$ cat config.mk
export PLATFORM = sky130hd
export DESIGN_NAME = rsw_device_end_flat
export DESIGN_NICKNAME = d
export VERILOG_FILES = /design/src/verilog/rsw_pkg.sv /design/src/verilog/rsw_link_if.sv /design/src/verilog/rsw_device_end.sv /design/src/flat_wrapper.sv
export SDC_FILE = /design/constraint.sdc
export NUM_CORES = 1
export LEC_CHECK = 0
export BUFFER_PORTS_ARGS = -buffer_cell sky130_fd_sc_hd__buf_2
export CORE_MARGIN = 2
export CORE_UTILIZATION = 50
export CTS_BUF_LIST = sky130_fd_sc_hd__clkbuf_8
export DETAILED_ROUTE_END_ITERATION = 7
export GPL_TIMING_DRIVEN = 0
export PLACE_DENSITY_LB_ADDON = 0.3
export SLEW_MARGIN = 10
export SYNTH_ARGS = -nofsm -noshare
export SYNTH_HDL_FRONTEND = slang
export SYNTH_SLANG_ARGS = --single-unit
$ cat constraint.sdc
create_clock -name pclk -period 3 [get_ports pclk]
set_clock_uncertainty 0.2 [all_clocks]
set_input_delay 0.15 -clock pclk [delete_from_list [all_inputs] [get_ports pclk]]
set_output_delay 0.15 -clock pclk [all_outputs]
set_load 0.02 [all_outputs]
$ cat src/verilog/rsw_pkg.sv
// Purpose: Shared constants for the reset merger and watchdog ends
// Assumes: 50 MHz pclk, watchdog oscillator sampled as a plain input
// Notes:   Control byte layout is shared by the core end and the device end
package rsw_pkg;
    // System clock
    localparam int          CLK_MHZ           = 50;
    // Start-up stretch after all reset sources go quiet
    localparam int          STARTUP_DELAY_US  = 4100;
    localparam int          STARTUP_CYCLES    = STARTUP_DELAY_US * CLK_MHZ;
    localparam int          STRETCH_W         = 24;
    // Watchdog oscillator and time-out range
    localparam int          WD_OSC_KHZ        = 128;
    localparam int          WD_CNT_W          = 20;
    localparam logic [3:0]  WD_MAX_CODE       = 4'h9;
    // Change window length in pclk cycles
    localparam logic [2:0]  WIN_CYCLES        = 3'h4;
    // Control byte fields
    localparam int          CTL_IRQ_FLAG      = 7;
    localparam int          CTL_IRQ_EN        = 6;
    localparam int          CTL_PRESC3        = 5;
    localparam int          CTL_CHG_EN        = 4;
    localparam int          CTL_RST_EN        = 3;
    localparam logic [7:0]  CTL_RESET         = 8'h00;
    // Reset cause byte fields
    localparam int          CAUSE_POR         = 0;
    localparam int          CAUSE_EXT         = 1;
    localparam int          CAUSE_DROP        = 2;
    localparam int          CAUSE_WD          = 3;
    localparam logic [3:0]  CAUSE_RESET       = 4'h0;
    // Drop level fuses all unprogrammed means detector off
    localparam logic [2:0]  DROP_FUSE_OFF     = 3'h7;
    // APB map of the core end
    localparam int          APB_AW            = 8;
    localparam logic [7:0]  OFS_CONTROL       = 8'h00;
    localparam logic [7:0]  OFS_CAUSE         = 8'h04;
    localparam logic [7:0]  OFS_COMMAND       = 8'h08;
    localparam logic [7:0]  OFS_STATUS        = 8'h0C;
    localparam int          CMD_RESTART       = 0;
    localparam int          CMD_IRQ_ACK       = 1;
    localparam int          CMD_OPEN_CHANGE   = 2;
    localparam int          STAT_IRQ          = 0;
    localparam int          STAT_CORE_RESET   = 1;
endpackage
$ cat src/verilog/rsw_link_if.sv
// Purpose: Link between the core end and the reset/watchdog device end
// Assumes: Both ends run on the same pclk
// Notes:   Strobes are one-cycle pulses; read values are levels
interface rsw_link_if;
    logic       ctl_wr;      // Write control byte
    logic       cause_wr;    // Write cause byte (zeros clear)
    logic [7:0] wr_data;     // Data for either write
    logic       wd_restart;  // Watchdog restart
    logic       irq_ack;     // Interrupt vector executed
    logic [7:0] ctl_rd;      // Control byte as held
    logic [3:0] cause_rd;    // Reset cause flags
    logic       wd_irq;      // Watchdog interrupt request
    logic       core_reset;  // Internal reset to the core

    modport dev  (input  ctl_wr, cause_wr, wr_data, wd_restart, irq_ack,
                  output ctl_rd, cause_rd, wd_irq, core_reset);
    modport core (output ctl_wr, cause_wr, wr_data, wd_restart, irq_ack,
                  input  ctl_rd, cause_rd, wd_irq, core_reset);
endinterface

$ cat src/verilog/rsw_device_end.sv
// Purpose: Reset source merger, start-up stretch and watchdog timer
// Assumes: Source pins and oscillator arrive asynchronously to pclk
// Notes:   Asserting a reset source needs no clock; release is clocked
//
// Implementation choices: the address map and the APB slave port.

// Contract
// - Long low on reset pin resets without clock
// - Pin release waits start-up delay
// - Fuse can disable the reset pin
// - Supply drop resets at once, delayed release
// - Power-on starts delay, low supply resets again
// - Watchdog reset pulse is one clock long
// - Watchdog counts its own slow oscillator
// - Restart clears counter; missing restart expires
// - Interrupt mode expiry requests interrupt, wakes
// - Reset mode expiry resets the system
// - Combined mode: interrupt first, then reset
// - Always-on fuse forces reset mode bits
// - Opening write sets change and reset enable
// - New settings written within four cycles
// - Watchdog keeps counting during sleep
// - Time-out selectable from shortest to longest
// - Restart before shortening the prescaler
// - Init code clears watchdog flag and enable
// - Bandgap on for detector, comparator or converter
// - Watchdog reset flag forces reset enable
// - Prescaler codes pick power-of-two periods
// - Change enable self-clears after four cycles
// - Vector clears flag, combined drops irq enable
module rsw_device_end
    import rsw_pkg::*;
#(
    parameter int STARTUP_CNT = STARTUP_CYCLES
) (
    input  wire logic       pclk,
    input  wire logic       presetn,
    rsw_link_if.dev         link,
    input  wire logic       ext_reset_n,
    input  wire logic       por_low,
    input  wire logic       drop_low,
    input  wire logic [2:0] drop_level_fuses,
    input  wire logic       ext_pin_reset_disable_fuse,
    input  wire logic       watchdog_always_on_fuse,
    input  wire logic       comparator_bandgap_select,
    input  wire logic       adc_enable,
    input  wire logic       wd_osc,
    output logic            core_reset,
    output logic            bandgap_on
);
    // Synchroniser bit positions
    localparam int S_EXT = 0;
    localparam int S_POR = 1;
    localparam int S_DROP = 2;
    localparam int S_OSC = 3;
    localparam int S_RDIS = 4;
    localparam int S_WON = 5;
    localparam int S_COMPARATOR_BANDGAP_SELECT = 6;
    localparam int S_ADC = 7;
    localparam int S_FUSE = 8;
    localparam int SYNC_W = 11;

    typedef struct packed {
        logic [SYNC_W-1:0]    s1;
        logic [SYNC_W-1:0]    s2;
        logic                 osc_prev;
        logic [STRETCH_W-1:0] stretch;
        logic                 busy;
        logic [WD_CNT_W-1:0]  wd_cnt;
        logic                 irq_flag;
        logic                 irq_en;
        logic                 chg_en;
        logic [2:0]           chg_cnt;
        logic                 rst_en;
        logic [3:0]           presc;
        logic [3:0]           cause;
        logic                 wd_pulse;
        logic                 irq;
        logic                 bandgap;
    } rsw_dev_state_t;

    rsw_dev_state_t q;
    rsw_dev_state_t d;
    logic [1:0]     hold_q;
    logic           core_reset_q;
    logic           drop_on_raw;
    logic           src_n;

    // Asynchronous assertion path; raw pins on purpose so no clock is needed
    assign drop_on_raw = (drop_level_fuses != DROP_FUSE_OFF);
    assign src_n = presetn & ~por_low
                 & (ext_reset_n | ext_pin_reset_disable_fuse)
                 & ~(drop_low & drop_on_raw);

    // Reset synchroniser: set at once, released two edges after sources end
    always_ff @(posedge pclk or negedge src_n) begin
        if (!src_n) begin
            hold_q       <= 2'h3;
            core_reset_q <= 1'b1;
        end else begin
            hold_q       <= {hold_q[0], 1'b0};
            core_reset_q <= hold_q[1] | q.busy | q.wd_pulse;
        end
    end

    // Next state of the watchdog and the start-up stretch
    always_comb begin
        logic                tick;
        logic                expire;
        logic                won;
        logic [WD_CNT_W-1:0] lim;
        logic [3:0]          code;
        logic [7:0]          wd;
        d      = q;
        wd     = link.wr_data;
        won    = q.s2[S_WON];
        tick   = q.s2[S_OSC] & ~q.osc_prev;
        expire = 1'b0;
        code   = (q.presc > WD_MAX_CODE) ? WD_MAX_CODE : q.presc;
        lim    = {WD_CNT_W{1'b1}} >> (WD_MAX_CODE - code);
        d.s1       = {drop_level_fuses, adc_enable, comparator_bandgap_select,
                      watchdog_always_on_fuse, ext_pin_reset_disable_fuse,
                      wd_osc, drop_low, por_low, ext_reset_n};
        d.s2       = q.s1;
        d.osc_prev = q.s2[S_OSC];
        d.wd_pulse = 1'b0;

        // Counter runs whatever the sleep state; nothing here sees sleep
        if (link.wd_restart) begin
            d.wd_cnt = '0;
        end else if (tick && (q.rst_en || q.irq_en)) begin
            if (q.wd_cnt == lim) begin
                d.wd_cnt = '0;
                expire   = 1'b1;
            end else begin
                d.wd_cnt = q.wd_cnt + 1'b1;
            end
        end

        // Change window closes by itself
        if (q.chg_en) begin
            if (q.chg_cnt == 3'h1) begin
                d.chg_en = 1'b0;
            end
            d.chg_cnt = q.chg_cnt - 1'b1;
        end

        // Clears from the core first, so a hardware set below wins
        if (link.irq_ack) begin
            d.irq_flag = 1'b0;
            if (q.rst_en) begin
                d.irq_en = 1'b0;
            end
        end
        if (link.cause_wr) begin
            d.cause = q.cause & wd[3:0];
        end
        if (link.ctl_wr) begin
            if (wd[CTL_IRQ_FLAG]) begin
                d.irq_flag = 1'b0;
            end
            d.irq_en = wd[CTL_IRQ_EN];
            if (wd[CTL_CHG_EN] && wd[CTL_RST_EN]) begin
                d.chg_en  = 1'b1;
                d.chg_cnt = WIN_CYCLES;
                d.rst_en  = 1'b1;
            end else if (q.chg_en) begin
                d.chg_en = 1'b0;
                d.rst_en = wd[CTL_RST_EN];
                d.presc  = {wd[CTL_PRESC3], wd[2:0]};
            end else begin
                d.rst_en = q.rst_en | wd[CTL_RST_EN];
            end
        end

        // Expiry action follows the enable pair
        if (expire) begin
            if (q.irq_en && !won) begin
                if (q.irq_flag && q.rst_en) begin
                    d.wd_pulse = 1'b1;
                end else begin
                    d.irq_flag = 1'b1;
                end
            end else if (q.rst_en || won) begin
                d.wd_pulse = 1'b1;
            end
        end
        if (q.wd_pulse) begin
            d.cause[CAUSE_WD] = 1'b1;
        end

        // Start-up stretch restarts on any source or at the end of the pulse
        if (hold_q[1] || q.wd_pulse) begin
            d.busy    = 1'b1;
            d.stretch = '0;
        end else if (q.busy) begin
            if (q.stretch == STRETCH_W'(STARTUP_CNT - 1)) begin
                d.busy = 1'b0;
            end
            d.stretch = q.stretch + 1'b1;
        end

        // Sources seen by the clock record the cause; power-on wipes the rest
        if (q.s2[S_EXT] == 1'b0 && !q.s2[S_RDIS]) begin
            d.cause[CAUSE_EXT] = 1'b1;
        end
        if (q.s2[S_DROP] && (q.s2[S_FUSE+2:S_FUSE] != DROP_FUSE_OFF)) begin
            d.cause[CAUSE_DROP] = 1'b1;
        end
        if (q.s2[S_POR]) begin
            d.cause = 4'h1 << CAUSE_POR;
        end

        // Control register returns to reset value while a source holds or the pulse runs, except reset enable under the watchdog flag or always-on fuse
        if (hold_q[1] || q.wd_pulse) begin
            d.irq_flag = 1'b0;
            d.irq_en   = 1'b0;
            d.chg_en   = 1'b0;
            d.presc    = '0;
            d.wd_cnt   = '0;
            d.rst_en   = 1'b0;
        end
        if (d.cause[CAUSE_WD]) begin
            d.rst_en = 1'b1;
        end
        if (won) begin
            d.rst_en = 1'b1;
            d.irq_en = 1'b0;
        end

        // Request is a level so it can wake a stopped core
        d.irq     = d.irq_flag & d.irq_en;
        d.bandgap = (q.s2[S_FUSE+2:S_FUSE] != DROP_FUSE_OFF)
                  | q.s2[S_COMPARATOR_BANDGAP_SELECT] | q.s2[S_ADC];
    end

    // State register
    always_ff @(posedge pclk or negedge presetn) begin
        if (!presetn) begin
            q          <= '0;
            // Idle pin levels: reset pin high, drop fuses off, other levels low
            q.s1       <= 11'h701;
            q.s2       <= 11'h701;
            q.osc_prev <= 1'b0;
            q.busy     <= 1'b1;
            q.presc    <= CTL_RESET[3:0];
            q.cause    <= CAUSE_RESET;
        end else begin
            q <= d;
        end
    end

    // Outputs straight from flops
    assign core_reset      = core_reset_q;
    assign bandgap_on      = q.bandgap;
    assign link.core_reset = core_reset_q;
    assign link.wd_irq     = q.irq;
    assign link.cause_rd   = q.cause;
    assign link.ctl_rd     = {q.irq_flag, q.irq_en, q.presc[3], q.chg_en,
                              q.rst_en, q.presc[2:0]};
endmodule

$ cat src/flat_wrapper.sv
// flat-port wrapper written by rule: the top's interface ports become plain ports
module rsw_device_end_flat import rsw_pkg::*;
#(
    parameter int STARTUP_CNT = STARTUP_CYCLES
)
  (pclk, presetn, ext_reset_n, por_low, drop_low, drop_level_fuses, ext_pin_reset_disable_fuse, watchdog_always_on_fuse, comparator_bandgap_select, adc_enable, wd_osc, core_reset, bandgap_on, link_ctl_wr, link_cause_wr, link_wr_data, link_wd_restart, link_irq_ack, link_ctl_rd, link_cause_rd, link_wd_irq, link_core_reset);
  rsw_link_if link_i ();
  input  wire logic pclk;
  input  wire logic presetn;
  input  wire logic ext_reset_n;
  input  wire logic por_low;
  input  wire logic drop_low;
  input  wire logic [2:0] drop_level_fuses;
  input  wire logic ext_pin_reset_disable_fuse;
  input  wire logic watchdog_always_on_fuse;
  input  wire logic comparator_bandgap_select;
  input  wire logic adc_enable;
  input  wire logic wd_osc;
  output logic core_reset;
  output logic bandgap_on;
  input wire logic [$bits(link_i.ctl_wr)-1:0] link_ctl_wr;
  input wire logic [$bits(link_i.cause_wr)-1:0] link_cause_wr;
  input wire logic [$bits(link_i.wr_data)-1:0] link_wr_data;
  input wire logic [$bits(link_i.wd_restart)-1:0] link_wd_restart;
  input wire logic [$bits(link_i.irq_ack)-1:0] link_irq_ack;
  output wire logic [$bits(link_i.ctl_rd)-1:0] link_ctl_rd;
  output wire logic [$bits(link_i.cause_rd)-1:0] link_cause_rd;
  output wire logic [$bits(link_i.wd_irq)-1:0] link_wd_irq;
  output wire logic [$bits(link_i.core_reset)-1:0] link_core_reset;
  assign link_i.ctl_wr = link_ctl_wr;
  assign link_i.cause_wr = link_cause_wr;
  assign link_i.wr_data = link_wr_data;
  assign link_i.wd_restart = link_wd_restart;
  assign link_i.irq_ack = link_irq_ack;
  assign link_ctl_rd = link_i.ctl_rd;
  assign link_cause_rd = link_i.cause_rd;
  assign link_wd_irq = link_i.wd_irq;
  assign link_core_reset = link_i.core_reset;
  rsw_device_end #(.STARTUP_CNT(STARTUP_CNT)) u_core (.pclk(pclk), .presetn(presetn), .link(link_i), .ext_reset_n(ext_reset_n), .por_low(por_low), .drop_low(drop_low), .drop_level_fuses(drop_level_fuses), .ext_pin_reset_disable_fuse(ext_pin_reset_disable_fuse), .watchdog_always_on_fuse(watchdog_always_on_fuse), .comparator_bandgap_select(comparator_bandgap_select), .adc_enable(adc_enable), .wd_osc(wd_osc), .core_reset(core_reset), .bandgap_on(bandgap_on));
endmodule
# Word-level counts from Yosys, hierarchy flattened

Index checks and enable logic that the tools add are counted.

Register bits after elaboration: 89
Output and inout bits: 16

Muxes and demuxes: 40
Reduce and logical (&&, ||, !) cells: 20
Equal/unequal tests: 6
Bitwise operators: 17
Add/subtract/negate cells: 4
Order comparisons: 1
Shift-type cells: 1

Operator list:

| operator              | number |
|---|---|
| $mux 20               | 3 |
| $mux 25               | 2 |
| $add 24x1->24 const B | 1 |
| $eq 24x18->1 const B  | 1 |
| $mux 1                | 24 |
| $mux 4                | 6 |
| $mux 23               | 1 |
| $add 20x1->20 const B | 1 |
| $eq 20x20->1          | 1 |
| $shr 20x4->20 const A | 1 |
| $mux 11               | 1 |
| $reduce_bool 3->1     | 3 |
| $reduce_bool 2->1     | 4 |
| $and 1x1->1           | 6 |
| $logic_and 1x1->1     | 6 |
| $ne 3x3->1 const B    | 2 |
| $or 1x1->1            | 6 |
| $mux 5                | 1 |
| $and 4x4->4           | 1 |
| $gt 4x4->1 const B    | 1 |
| $not 1->1             | 4 |
| $reduce_bool 4->1     | 1 |
| $sub 4x4->4 const A   | 1 |
| $eq 3x1->1 const B    | 1 |
| 7 further kinds       | 10 |

# Logic depth before layout (Yosys ltp)

Gate-level depths: netlist (run 1).

Depth in word-level cells: 12
Mapped depth: 14
Depth with buffers taken out: 10

# Worst setup path after synthesis (run 1)

OpenSTA, ideal clock, no wires.

Path type: register to register
Start point: reg u_core.q, in the netlist u_core.link.ctl_rd[5]
End point: reg u_core.q[19] in the netlist's numbering
Arrival time: 2696 ps
Cell stages (with the launch flop): 13
Setup time: 122 ps
Slack: -18 ps
Cells stage by stage: dfrtp_1 > buf_4 > nor2b_1 > inv_1 > ha_1 > buf_2 > o21ba_2 > o221ai_1 > a2111oi_0 > and4b_1 > nand4_4 > buf_2 > a32o_1

Longest elaborated chain between the ends: 9

Ends and longest elaborated chain:

| element            | RTL line              | text |
|---|---|---|
| start: declaration | rsw_device_end.sv:82  | `rsw_dev_state_t q;` |
| $gt 4x4->1         | rsw_device_end.sv:119 | `code = (q.presc > WD_MAX_CODE) ? WD_MAX_CODE : q.presc;` |
| $mux 4 *           | rsw_device_end.sv:119 |  |
| $sub 4x4->4 *      | rsw_device_end.sv:120 | `lim = {WD_CNT_W{1'b1}} >> (WD_MAX_CODE - code);` |
| $shr 20x4->20 *    | rsw_device_end.sv:120 |  |
| $eq 20x20->1 *     | rsw_device_end.sv:132 | `if (q.wd_cnt == lim) begin` |
| $mux 20 *          | rsw_device_end.sv:132 |  |
| $mux 20 *          | rsw_device_end.sv:131 | `end else if (tick && (q.rst_en \|\| q.irq_en)) begin` |
| $mux 20 *          | rsw_device_end.sv:129 | `if (link.wd_restart) begin` |
| $mux 23 *          | rsw_device_end.sv:215 | `if (hold_q[1] \|\| q.wd_pulse) begin` |

Every way passes the cells marked *; elsewhere a longest branch is shown, timed or not. The select of a mux whose other input is x is not followed.
A chain may end at the register's enable or synchronous reset.

==> results of run 1 <==
routing by layer:
layer  vias up  global-route usage, %  part of all wire [%]  wire length (um)
li1       1883                      -                     -                 -
met1      1943                   31.6                    43              4930
met2       110                   39.9                    49              5620
met3        35                   4.67                   4.1               473
met4         0                   10.6                   3.6               410
met5         -                      0                     0                 0
metrics by stage:
| step | power, mW | hold WS (ns) | worst slack, ns |
|---|---|---|---|
| after floorplan | 1.38 | -0.346 | 0.0379 |
| after CTS | 2.34 | 0.0390 | -0.0329 |
| after detailed placement | 1.46 | -0.0968 | -0.528 |
| after global placement | 1.45 | 0.0595 | -0.557 |
| after global routing | 2.42 | 0.0726 | -0.130 |
| final | 2.33 | 0.0448 | -0.0471 |
synthesized netlist by cell type (3+ instances only):
| master | instances | area [um2] |
|---|---|---|
| dfrtp_1 | 77 | 1930 |
| nor2_1 | 46 | 173 |
| nand2_1 | 43 | 161 |
| nand4_1 | 22 | 138 |
| nand3_1 | 21 | 105 |
| inv_1 | 19 | 71.3 |
| a21oi_1 | 18 | 90.1 |
| xor2_1 | 18 | 158 |
| o21ai_0 | 17 | 85.1 |
| buf_4 | 16 | 120 |
| dfstp_2 | 12 | 315 |
| and3_1 | 11 | 68.8 |
| xnor2_1 | 11 | 96.3 |
| clkbuf_1 | 10 | 37.5 |
| nor3_1 | 9 | 45.0 |
| or3_1 | 9 | 56.3 |
| mux2i_1 | 7 | 70.1 |
| nand2b_1 | 7 | 43.8 |
| o21ai_1 | 7 | 35.0 |
| ha_1 | 6 | 75.1 |
| nor2b_1 | 6 | 37.5 |
| or2_2 | 6 | 37.5 |
| o311ai_1 | 5 | 43.8 |
| o311ai_2 | 5 | 81.3 |
| a2111oi_0 | 4 | 35.0 |
| a211oi_1 | 4 | 30.0 |
| a31oi_1 | 4 | 25.0 |
| buf_2 | 4 | 20.0 |
| and4_1 | 3 | 26.3 |
| nand3b_1 | 3 | 22.5 |
| nor4_1 | 3 | 18.8 |
| nor4b_2 | 3 | 45.0 |
placed cells by master, fill, tap and decap left out, types with 5 or more instances in the layout:
cell type and instances:
or2_2 6, dfrtp_1 76, xnor2_1 10, dfstp_2 12, clkbuf_1 10, nand2b_1 7
buf_4 31, or3_1 8, dlygate4sd3_1 26, and3_1 11, inv_1 16, mux2i_1 7
a21oi_1 14, nand2_1 42, o21ai_1 9, nor2_1 44, buf_2 40, nand4_1 22
clkbuf_8 9, nand3_1 21, buf_6 5, nor3_1 9, o21ai_0 14, xor2_1 17
o311ai_2 5
flip-flops by register name (all words and copies together) (netlist names):
register,cells
u_core.bandgap_on,1
u_core.core_reset,1
u_core.d,12
u_core.hold_q,2
u_core.link.cause_rd,4
u_core.link.ctl_rd,8
u_core.link.wd_irq,1
u_core.q,60
worst max-delay path: cells and delay by family, from the launching register on:
kind            cells  cell delay (ns)
flops               1             0.42
fa+ha+maj           1             0.29
buf+inv             3             0.42
compound gates      4             1.16
simple gates        2             0.45
power by group through the flow:
stage	clock (mW)	combinational, mW	sequential [mW]
after floorplan	0	0.101	1.28
after global placement	0	0.167	1.29
after detailed placement	0	0.176	1.29
after CTS	0.851	0.225	1.27
after global routing	0.892	0.257	1.27
final	0.829	0.232	1.27
worst max path at each step:
stage	startpoint	to	slack, ns	cells after the start
after floorplan	u_core.link.ctl_rd[5]$_DFFE_PN0P_	u_core.q[19]$_DFFE_PN0P_	0.04	13
after global placement	u_core.link.ctl_rd[5]$_DFFE_PN0P_	u_core.link.wd_irq$_DFF_PN0_	-0.56	12
after detailed placement	u_core.link.ctl_rd[1]$_DFFE_PN0P_	u_core.link.wd_irq$_DFF_PN0_	-0.53	12
after CTS	u_core.link.ctl_rd[2]$_DFFE_PN0P_	u_core.link.wd_irq$_DFF_PN0_	-0.03	12
after global routing	u_core.link.ctl_rd[2]$_DFFE_PN0P_	u_core.link.wd_irq$_DFF_PN0_	-0.13	11
final	u_core.link.ctl_rd[1]$_DFFE_PN0P_	u_core.q[2]$_DFF_PN0_	-0.05	10
repair_timing:
item | in CTS | in global routing
cloned | 2 | 2
pin swaps | 18 | 9
buffers inserted | 19 | 1
hold buffers | 26 | 0
endpoints found under the setup margin | 22 | 22
endpoints found under the hold margin | 103 | 0
resized for setup | 54 | 17
layout make-up:
cell class / instances / area (um2) / share of cell area [%]
Inverter: 19 / 75.1 / 1.26
Timing Repair Buffer: 90 / 713 / 11.9
Tap cell: 111 / 139 / 2.32
Buffer: 31 / 221 / 3.71
Sequential cell: 89 / 2240 / 37.5
Clock inverter: 7 / 76.3 / 1.28
Clock buffer: 9 / 124 / 2.07
Multi-Input combinational cell: 334 / 2380 / 39.9
logic make-up (layout without fill, tap and decap cells):
logic type | count (synthesis) | after routing | share of synthesized area (%)
compound gates | 85 | 85 | 13.1
xor+xnor | 29 | 29 | 5.46
fa+ha+maj | 6 | 6 | 1.61
buf+inv | 53 | 156 | 6.00
flops | 89 | 89 | 48.2
mux | 8 | 8 | 1.75
other cells | 1 | 1 | 0.0806
simple gates | 205 | 205 | 23.8
==> results.ini, run 1 <==
[power_and_ir_drop]
p_seq_share_pct=54.4
p_comb_share_pct=10.0
max-vdd-ir-drop_uv=372
p_leak_nw=2.50
intPower_mw=1.68
p_sw_mw=0.643
p_sw_share_pct=27.6
clock_power_share_pct=35.6
power.density_nw_per_um2=389

[place]
numPortBuffers=40
placed_area_um2=5020
routabilityCongestion=0.877
hpwl_um=7310
dp_cells=628

[layout]
final_cells=690
syn2layout_area_growth_pct=28.5
antenna_cells=0
finalInstanceArea_um2=5980
final_core_util_pct=65.3
fillers=692
fin_nets=605
drive_gt1_share_pct=28.8

[timing]
worstMarginPinSlew_ns=1.03
fin_crit_ns=3.05
setup-tns-final_ns=-0.0869
worst_slack_ns=-0.0471
period_share_pct=102
fmax_mhz=328
slew_headroom_pct=29.6
setup_viol=2
drv_slew=0
rsz0062_at_grt=yes
final_hold_viol_count=0

[setup_path]
crit_chain=nor2b_4 > buf_6 > ha_4 > buf_8 > clkinvlp_4 > a21oi_2 > a21oi_1 > a2111oi_0 > nand4b_1 > a2111oi_2
worst_setup_path_end_kind=flip-flop
r2r_slack_ns=-0.05
arrival_ns=3.10
worstRegToRegCells=10
max_stage_delay_ns=0.57
worstSetupStartpointType=flip-flop
cpMaxStageDelayCell=a2111oi_0
required_ns=3.05
crit-reg2reg-launch=u_core.link.ctl_rd[1]$_DFFE_PN0P_
cp_max_fo=7
path_class=flip-flop to flip-flop
r2r_end=u_core.q[2]$_DFF_PN0_

[global_routing]
antenna_found_initial=0
grt_pass1_wl_um=19300
grt-ovfl-total=0
grt_pass1_vias=4002
grt_max_degree=62
track_usage_pct=24.4

[floorplan]
die_h_um=100
die_width_um=100
core_um2=9150
ios=41
num_rows=35
start_util_pct=50.8
die_area_um2=10100

[synthesis]
yosysWarnings=0
async_reset_ff_share_pct=100
mappedNetlistNets=507
syn_avg_cell_area_um2=9.77
yosys.cell_types.count=62
netlist_area_um2=4650
synthFlopType=dfrtp_1
synth_edf_count=0
ys_ff_latch=89
synth_cells=476
yosysSeqAreaShare_pct=48.2

[route]
routed-via-count=3971
firstDrtPassIters=5
drt_iter0_drc=142
viasPerCell=5.76
wl_per_cell_um=16.6
wl_um=11400
antenna_left=0
route.detailed.drc=0

[clock_tree]
tritoncts=built
cts_root_buffer=clkbuf_8
clock-sinks=89
clk_pin_slew_ns=0.11
htree_levels=3
numCtsBuffers=9
cts_buffer_depth=2
clk_latency_ns=0.37

[status]
status=finished with violations
violations=setup timing

[run]
drv_cap=0

[worst_hold_path]
hp-class=input pin to async pin

Note: power is estimated with default switching activity, not from simulation.
==> run 2, diff against run 1 <==
PLACE_DENSITY = 0.74   (was not set)
PLACE_DENSITY_LB_ADDON = not set   (was 0.3)
==> results.ini, run 2 (synthesis gave the netlist of run 1 again) <==
[clock_tree]
clk_pin_slew_ns=0.10  ; about the same
clock-sinks=89  ; unchanged
clk_latency_ns=0.36  ; about the same
tritoncts=built
numCtsBuffers=9  ; unchanged
cts_buffer_depth=2  ; unchanged
htree_levels=3  ; unchanged
cts_root_buffer=clkbuf_8

[floorplan]
die_width_um=100  ; unchanged
ios=41  ; unchanged
core_um2=9150  ; unchanged
start_util_pct=50.8  ; unchanged
die_area_um2=10100  ; unchanged
die_h_um=100  ; unchanged
num_rows=35  ; unchanged

[global_routing]
track_usage_pct=24.2  ; -0.14 points
antenna_found_initial=0  ; unchanged
grt_pass1_vias=3982  ; -0.50%
grt_pass1_wl_um=19100  ; -0.83%
grt_max_degree=56  ; -9.7%
grt-ovfl-total=0  ; unchanged

[route]
wl_um=11600  ; +1.1%
viasPerCell=5.76  ; +0.10%
firstDrtPassIters=5  ; unchanged
route.detailed.drc=0  ; unchanged
routed-via-count=3929  ; -1.1%
wl_per_cell_um=16.9  ; +2.3%
antenna_left=0  ; unchanged
drt_iter0_drc=158  ; +11%

[worst_hold_path]
hp-class=input pin to flip-flop
hold_depth=5
whs_endpoint=u_core.link.wd_irq$_DFF_PN0_
hold_start=link_wr_data[7]

[status]
status=finished with violations
violations=setup timing

[setup_path]
cpMaxStageDelayCell=dfrtp_1
worstRegToRegCells=12  ; +2
crit-reg2reg-launch=u_core.link.ctl_rd[2]$_DFFE_PN0P_
cp_max_fo=7  ; unchanged
max_stage_delay_ns=0.40  ; -0.17 ns
r2r_slack_ns=-0.007  ; +0.04 ns
path_class=flip-flop to flip-flop
crit_chain=buf_6 > nor2b_4 > inv_2 > ha_4 > buf_8 > o21ba_4 > o221ai_2 > a2111oi_4 > and4b_1 > nand4_4 > or3_4 > o21ai_2
worst_setup_path_end_kind=flip-flop
required_ns=3.09  ; +0.04 ns
arrival_ns=3.10  ; about the same
cp_top_family=simple AND/OR/NAND/NOR gates
r2r_end=u_core.link.wd_irq$_DFF_PN0_
worstSetupStartpointType=flip-flop
path_buf_inv=3  ; unchanged

[layout]
drive_gt1_share_pct=26.3  ; -2.6 points
syn2layout_area_growth_pct=27.3
final_common_cell=dfrtp_1
largest_register_ffs=60  ; unchanged
fin_nets=597  ; -1.3%
regMostFlops=u_core.q
antenna_cells=0  ; unchanged
final_cell_mix=dfrtp_1 (76), nor2_1 (46), nand2_1 (43), buf_2 (39), dlygate4sd3_1 (27)
final_core_util_pct=64.7  ; -0.62 points
fillers=723  ; +4.5%

[run]
drv_cap=0  ; unchanged

[timing]
worstMarginPinSlew_ns=1.02  ; -0.0118 ns
fin_crit_ns=3.01  ; -0.0406 ns
final_hold_viol_count=0  ; unchanged
slew_headroom_pct=30.4  ; +0.81 points
worst_slack_ns=-0.00653  ; +0.0406 ns
rsz0062_at_grt=yes
drv_slew=0  ; unchanged
setup_viol=3  ; +1
fmax_mhz=333  ; +1.4%
period_share_pct=100  ; -1.4 points

[place]
hpwl_um=7270  ; -0.60%
numPortBuffers=40  ; unchanged
routabilityCongestion=0.888  ; +1.2%

[power_and_ir_drop]
power.density_nw_per_um2=412  ; +5.7%
power_mw=2.44  ; +4.7%
p_leak_nw=2.45  ; -1.7%
max-vdd-ir-drop_uv=334  ; -10%

==> run 2: changes by cell type in the layout (fill, tap and decap cells not counted), moves of 2 or more <==
cell	previous run	this run
o21ai_0	14	16
nor2_1	44	46
buf_6	5	3
o21ai_1	9	7
bufinv_16	0	2
nor2_2	2	0
a21oi_2	3	1
inv_8	3	0
a21oi_1	14	17
buf_4	31	26
==> run 2: cell type report <==
type	instances	area (um2)	share of cell area (%)
Buffer	31	218	3.68
Clock buffer	9	124	2.09
Clock inverter	7	103	1.73
Inverter	19	76.3	1.29
Multi-Input combinational cell	334	2370	40.0
Sequential cell	89	2240	37.9
Tap cell	111	139	2.35
Timing Repair Buffer	82	647	10.9
==> run 2: timing repair <==
| action | CTS | global route |
|---|---|---|
| resized for setup | 48 | 11 |
| hold buffers | 27 | 0 |
| cloned | 1 | 1 |
| hold endpoints to repair | 109 | 0 |
| endpoints found under the setup margin | 22 | 21 |
| pin swaps | 16 | 11 |
| buffers inserted | 11 | 1 |
==> run 2: where the power goes <==
| group | internal (mW) | switching, mW |
|---|---|---|
| clock network | 0.478 | 0.459 |
| registers | 1.24 | 0.0247 |
| logic | 0.107 | 0.127 |
| total | 1.83 | 0.610 |
==> run 2: worst max-delay path by stage <==
stage	start	end	slack (ns)	depth (start not counted)
floorplan	u_core.link.ctl_rd[5]$_DFFE_PN0P_	u_core.q[19]$_DFFE_PN0P_	0.04	13
detailed placement	u_core.link.ctl_rd[1]$_DFFE_PN0P_	u_core.q[2]$_DFF_PN0_	-0.50	12
global route	u_core.link.ctl_rd[2]$_DFFE_PN0P_	u_core.link.wd_irq$_DFF_PN0_	-0.12	12
global placement	u_core.link.ctl_rd[1]$_DFFE_PN0P_	u_core.q[2]$_DFF_PN0_	-0.51	12
finish	u_core.link.ctl_rd[2]$_DFFE_PN0P_	u_core.link.wd_irq$_DFF_PN0_	-0.007	12
CTS	u_core.link.ctl_rd[2]$_DFFE_PN0P_	u_core.link.wd_irq$_DFF_PN0_	-0.02	12
==> run 2: per-layer routing <==
metal	wire [um]	GRT usage (%)	share of wire [%]	up-vias
met5	0	0	0	-
met4	265	9.17	2.3	0
met3	528	5.57	4.6	27
met2	5890	41.4	51	106
met1	4880	29.9	42	1930
li1	-	-	-	1866
==> run 2: worst register-to-register path, stage by stage, from the launching register on <==
cell       delay (ns)
dfrtp_1          0.40
buf_6            0.13
nor2b_4          0.12
inv_2            0.09
ha_4             0.23
buf_8            0.14
o21ba_4          0.22
o221ai_2         0.13
a2111oi_4        0.29
and4b_1          0.28
nand4_4          0.20
or3_4            0.40
o21ai_2          0.12
==> run 2: per-stage QoR <==
stage	cell area, um2	worst slack, ns	instances	setup TNS [ns]	hold WS [ns]
after floorplan	4650	0.0379	476	0	-0.346
after global placement	4990	-0.508	627	-8.83	0.0595
after detailed placement	5020	-0.498	628	-8.06	-0.0550
after CTS	5860	-0.0240	682	-0.0368	0.0355
after global routing	5920	-0.123	682	-1.69	0.0350
final	5920	-0.00653	682	-0.0153	0.0588
==> run 3, diff against run 2 <==
ABC_AREA = 1   (was not set)
ABC_CLOCK_PERIOD_IN_PS = 3000   (was not set)
CORE_UTILIZATION = 45   (was 50)
PLACE_DENSITY = 0.68   (was 0.74)
==> results.ini, run 3 <==
[status]
status=finished, final reports clean

[synthesis]
yosysWarnings=0  ; unchanged
yosysTopAreaCell=dfrtp_1
mappedNetlistNets=590  ; +16%
ys_top_cells_by_count=nand2_1 (124), dfrtp_1 (77), inv_1 (77)
synthFlopType=dfrtp_1
synth_most_common_cell=nand2_1
netlist_area_um2=4600  ; -1.2%
yosys.cell_types.count=41  ; -34%
synthTopCellsByArea=dfrtp_1 (42%), nand2_1 (10%), dfstp_2 (6.9%)
ys_ff_latch=89  ; unchanged
synth_top_area_share_pct=41.9  ; +0.50 points
syn_avg_cell_area_um2=8.22  ; -16%
yosysSeqAreaShare_pct=48.8  ; +0.58 points
synth_edf_count=0  ; unchanged
synth_cells=559  ; +17%
async_reset_ff_share_pct=100  ; unchanged

[clock_tree]
cts_root_buffer=clkbuf_8
cts_buffer_depth=2  ; unchanged
clk_latency_ns=0.37  ; about the same
htree_levels=3  ; unchanged
clk_pin_slew_ns=0.10  ; about the same
clock-sinks=89  ; unchanged
tritoncts=built
numCtsBuffers=9  ; unchanged

[global_routing]
grt_pass1_vias=3777  ; -5.1%
antenna_found_initial=0  ; unchanged
track_usage_pct=19.7  ; -4.5 points
grt-ovfl-total=0  ; unchanged
grt_pass1_wl_um=17600  ; -7.8%
grt_max_degree=54  ; -3.6%

[setup_path]
r2r_slack_ns=0.16  ; +0.16 ns
required_ns=3.06  ; -0.03 ns
crit-reg2reg-launch=u_core.link.ctl_rd[2]$_DFFE_PN0P_
worst_setup_path_end_kind=flip-flop
worstSetupStartpointType=flip-flop
cp_max_fo=10  ; +3
r2r_end=u_core.q[36]$_DFFE_PN0P_
worstRegToRegCells=22  ; +10
path_class=flip-flop to flip-flop
arrival_ns=2.90  ; -0.20 ns

[worst_hold_path]
hold_start=link_wr_data[4]
hp-class=input pin to flip-flop
whs_endpoint=u_core.q[12]$_DFF_PN0_
hold_depth=4  ; -1

[place]
routabilityCongestion=0.930  ; +4.7%
numPortBuffers=40  ; unchanged
dp_cells=733  ; +17%
hpwl_um=7310  ; +0.55%

[layout]
largest_register_ffs=60  ; unchanged
drive_gt1_share_pct=19.3  ; -6.9 points
final_cells=780  ; +14%
fin_nets=673  ; +13%
final_common_cell=nand2_1
syn2layout_area_growth_pct=20.2
antenna_cells=0  ; unchanged
final_cell_mix=nand2_1 (124), dfrtp_1 (75), inv_1 (74), nor2_1 (44), buf_2 (39)
regMostFlops=u_core.q

[floorplan]
core_um2=9860  ; +7.8%
die_h_um=105  ; +4.6%
num_rows=36  ; +2.9%
ios=41  ; unchanged
start_util_pct=46.6  ; -4.2 points
die_width_um=105  ; +4.6%
die_area_um2=11000  ; +9.4%

[route]
route.detailed.drc=0  ; unchanged
routed-via-count=3927  ; -0.051%
wl_per_cell_um=13.0  ; -23%
antenna_left=0  ; unchanged
viasPerCell=5.03  ; -13%
drt_iter0_drc=180  ; +14%
firstDrtPassIters=4  ; -1
wl_um=10100  ; -12%

[timing]
final_hold_viol_count=0  ; unchanged
fin_crit_ns=2.84  ; -0.163 ns
drv_slew=0  ; unchanged
period_share_pct=94.8  ; -5.4 points
setup_viol=0  ; -3
whs_ns=0.0305  ; -0.0284 ns
fmax_mhz=352  ; +5.7%

[power_and_ir_drop]
power.density_nw_per_um2=415  ; +0.71%
p_leak_nw=2.55  ; +4.1%
max-vdd-ir-drop_uv=306  ; -8.3%

[run]
drv_cap=0  ; unchanged

## run 3: metal layers
layer  routed length (um)  part of all wire [%]  track usage, %  vias up
met5                    0                     0               0        -
met4                  188                   1.9            6.95        0
met3                  319                   3.1            3.99       18
met2                 4880                    48            30.8       74
met1                 4750                    47            27.2     1867
li1                     -                     -               -     1968
## run 3: worst max path at each step
stage                                       from                       end  slack, ns  cells past startpoint
2_1_floorplan  u_core.link.ctl_rd[1]$_DFFE_PN0P_  u_core.q[32]$_DFFE_PN0P_       0.45                     22
3_3_place_gp   u_core.link.ctl_rd[1]$_DFFE_PN0P_  u_core.q[32]$_DFFE_PN0P_       0.05                     17
3_5_place_dp   u_core.link.ctl_rd[1]$_DFFE_PN0P_  u_core.q[32]$_DFFE_PN0P_       0.05                     17
4_1_cts        u_core.link.ctl_rd[1]$_DFFE_PN0P_  u_core.q[36]$_DFFE_PN0P_       0.02                     17
5_1_grt        u_core.link.ctl_rd[2]$_DFFE_PN0P_  u_core.q[34]$_DFFE_PN0P_      -0.04                     22
6_report       u_core.link.ctl_rd[2]$_DFFE_PN0P_  u_core.q[36]$_DFFE_PN0P_       0.16                     22
## run 3: critical path: stages, from the launching register on
cell and delay (ns):
dfrtp_2 0.42, inv_2 0.08, nand2_2 0.08, nand2_1 0.11, inv_1 0.05, nor2_1 0.14
inv_1 0.07, ha_2 0.21, inv_2 0.09, nand2_4 0.08, nand2_4 0.09, nand2_2 0.10
nand2_1 0.08, nand2_1 0.05, inv_1 0.05, nand2_1 0.04, nor2_1 0.08, nand3_1 0.13
nor2_4 0.18, nand2_2 0.09, nand2_4 0.11, buf_12 0.15, o21ai_2 0.06
## run 3: cells by family (layout without fill, tap and decap cells)
family / count (synthesis) / in the layout / share of synthesized area (%)
DFF: 89 / 89 / 48.8
and+or+nand+nor: 260 / 260 / 25.5
other: 1 / 1 / 0.0816
AOI/OAI and AO/OA: 87 / 87 / 11.2
adders and majority gates: 6 / 6 / 1.63
xor gates and xnor gates: 15 / 15 / 2.86
buffers and inverters: 101 / 189 / 9.88
## run 3: layout make-up
| class | count | area (um2) |
|---|---|---|
| Fill cell | 906 | 4340 |
| Sequential cell | 89 | 2240 |
| Multi-Input combinational cell | 369 | 1910 |
| Timing Repair Buffer | 72 | 543 |
| Inverter | 80 | 303 |
| Tap cell | 133 | 166 |
| Buffer | 21 | 151 |
| Clock buffer | 9 | 124 |
| Clock inverter | 7 | 81.3 |
## run 3: power by group
group	total (mW)	internal, mW	switching, mW
Clock	0.828	0.334	0.494
Sequential	1.26	1.24	0.0181
Combinational	0.204	0.0872	0.117
## run 3: repair_timing
item | in CTS | in global routing
hold buffers | 27 | 0
endpoints found under the hold margin | 106 | 0
gates resized for setup | 0 | 8
buffers inserted | 0 | 4
setup endpoints to repair | 0 | 23
## run 3: metrics by stage
step           util, %  power, mW  setup TNS [ns]  setup WS, ns  instance area [um2]
5_1_grt           56.0       2.39          -0.527       -0.0395                 5520
3_5_place_dp      50.6       1.46               0        0.0536                 4990
4_1_cts           55.4       2.31               0        0.0244                 5470
2_1_floorplan        -       1.37               0         0.450                 4600
3_3_place_gp      50.3       1.44               0        0.0502                 4960
6_report          56.0       2.29               0         0.157                 5520
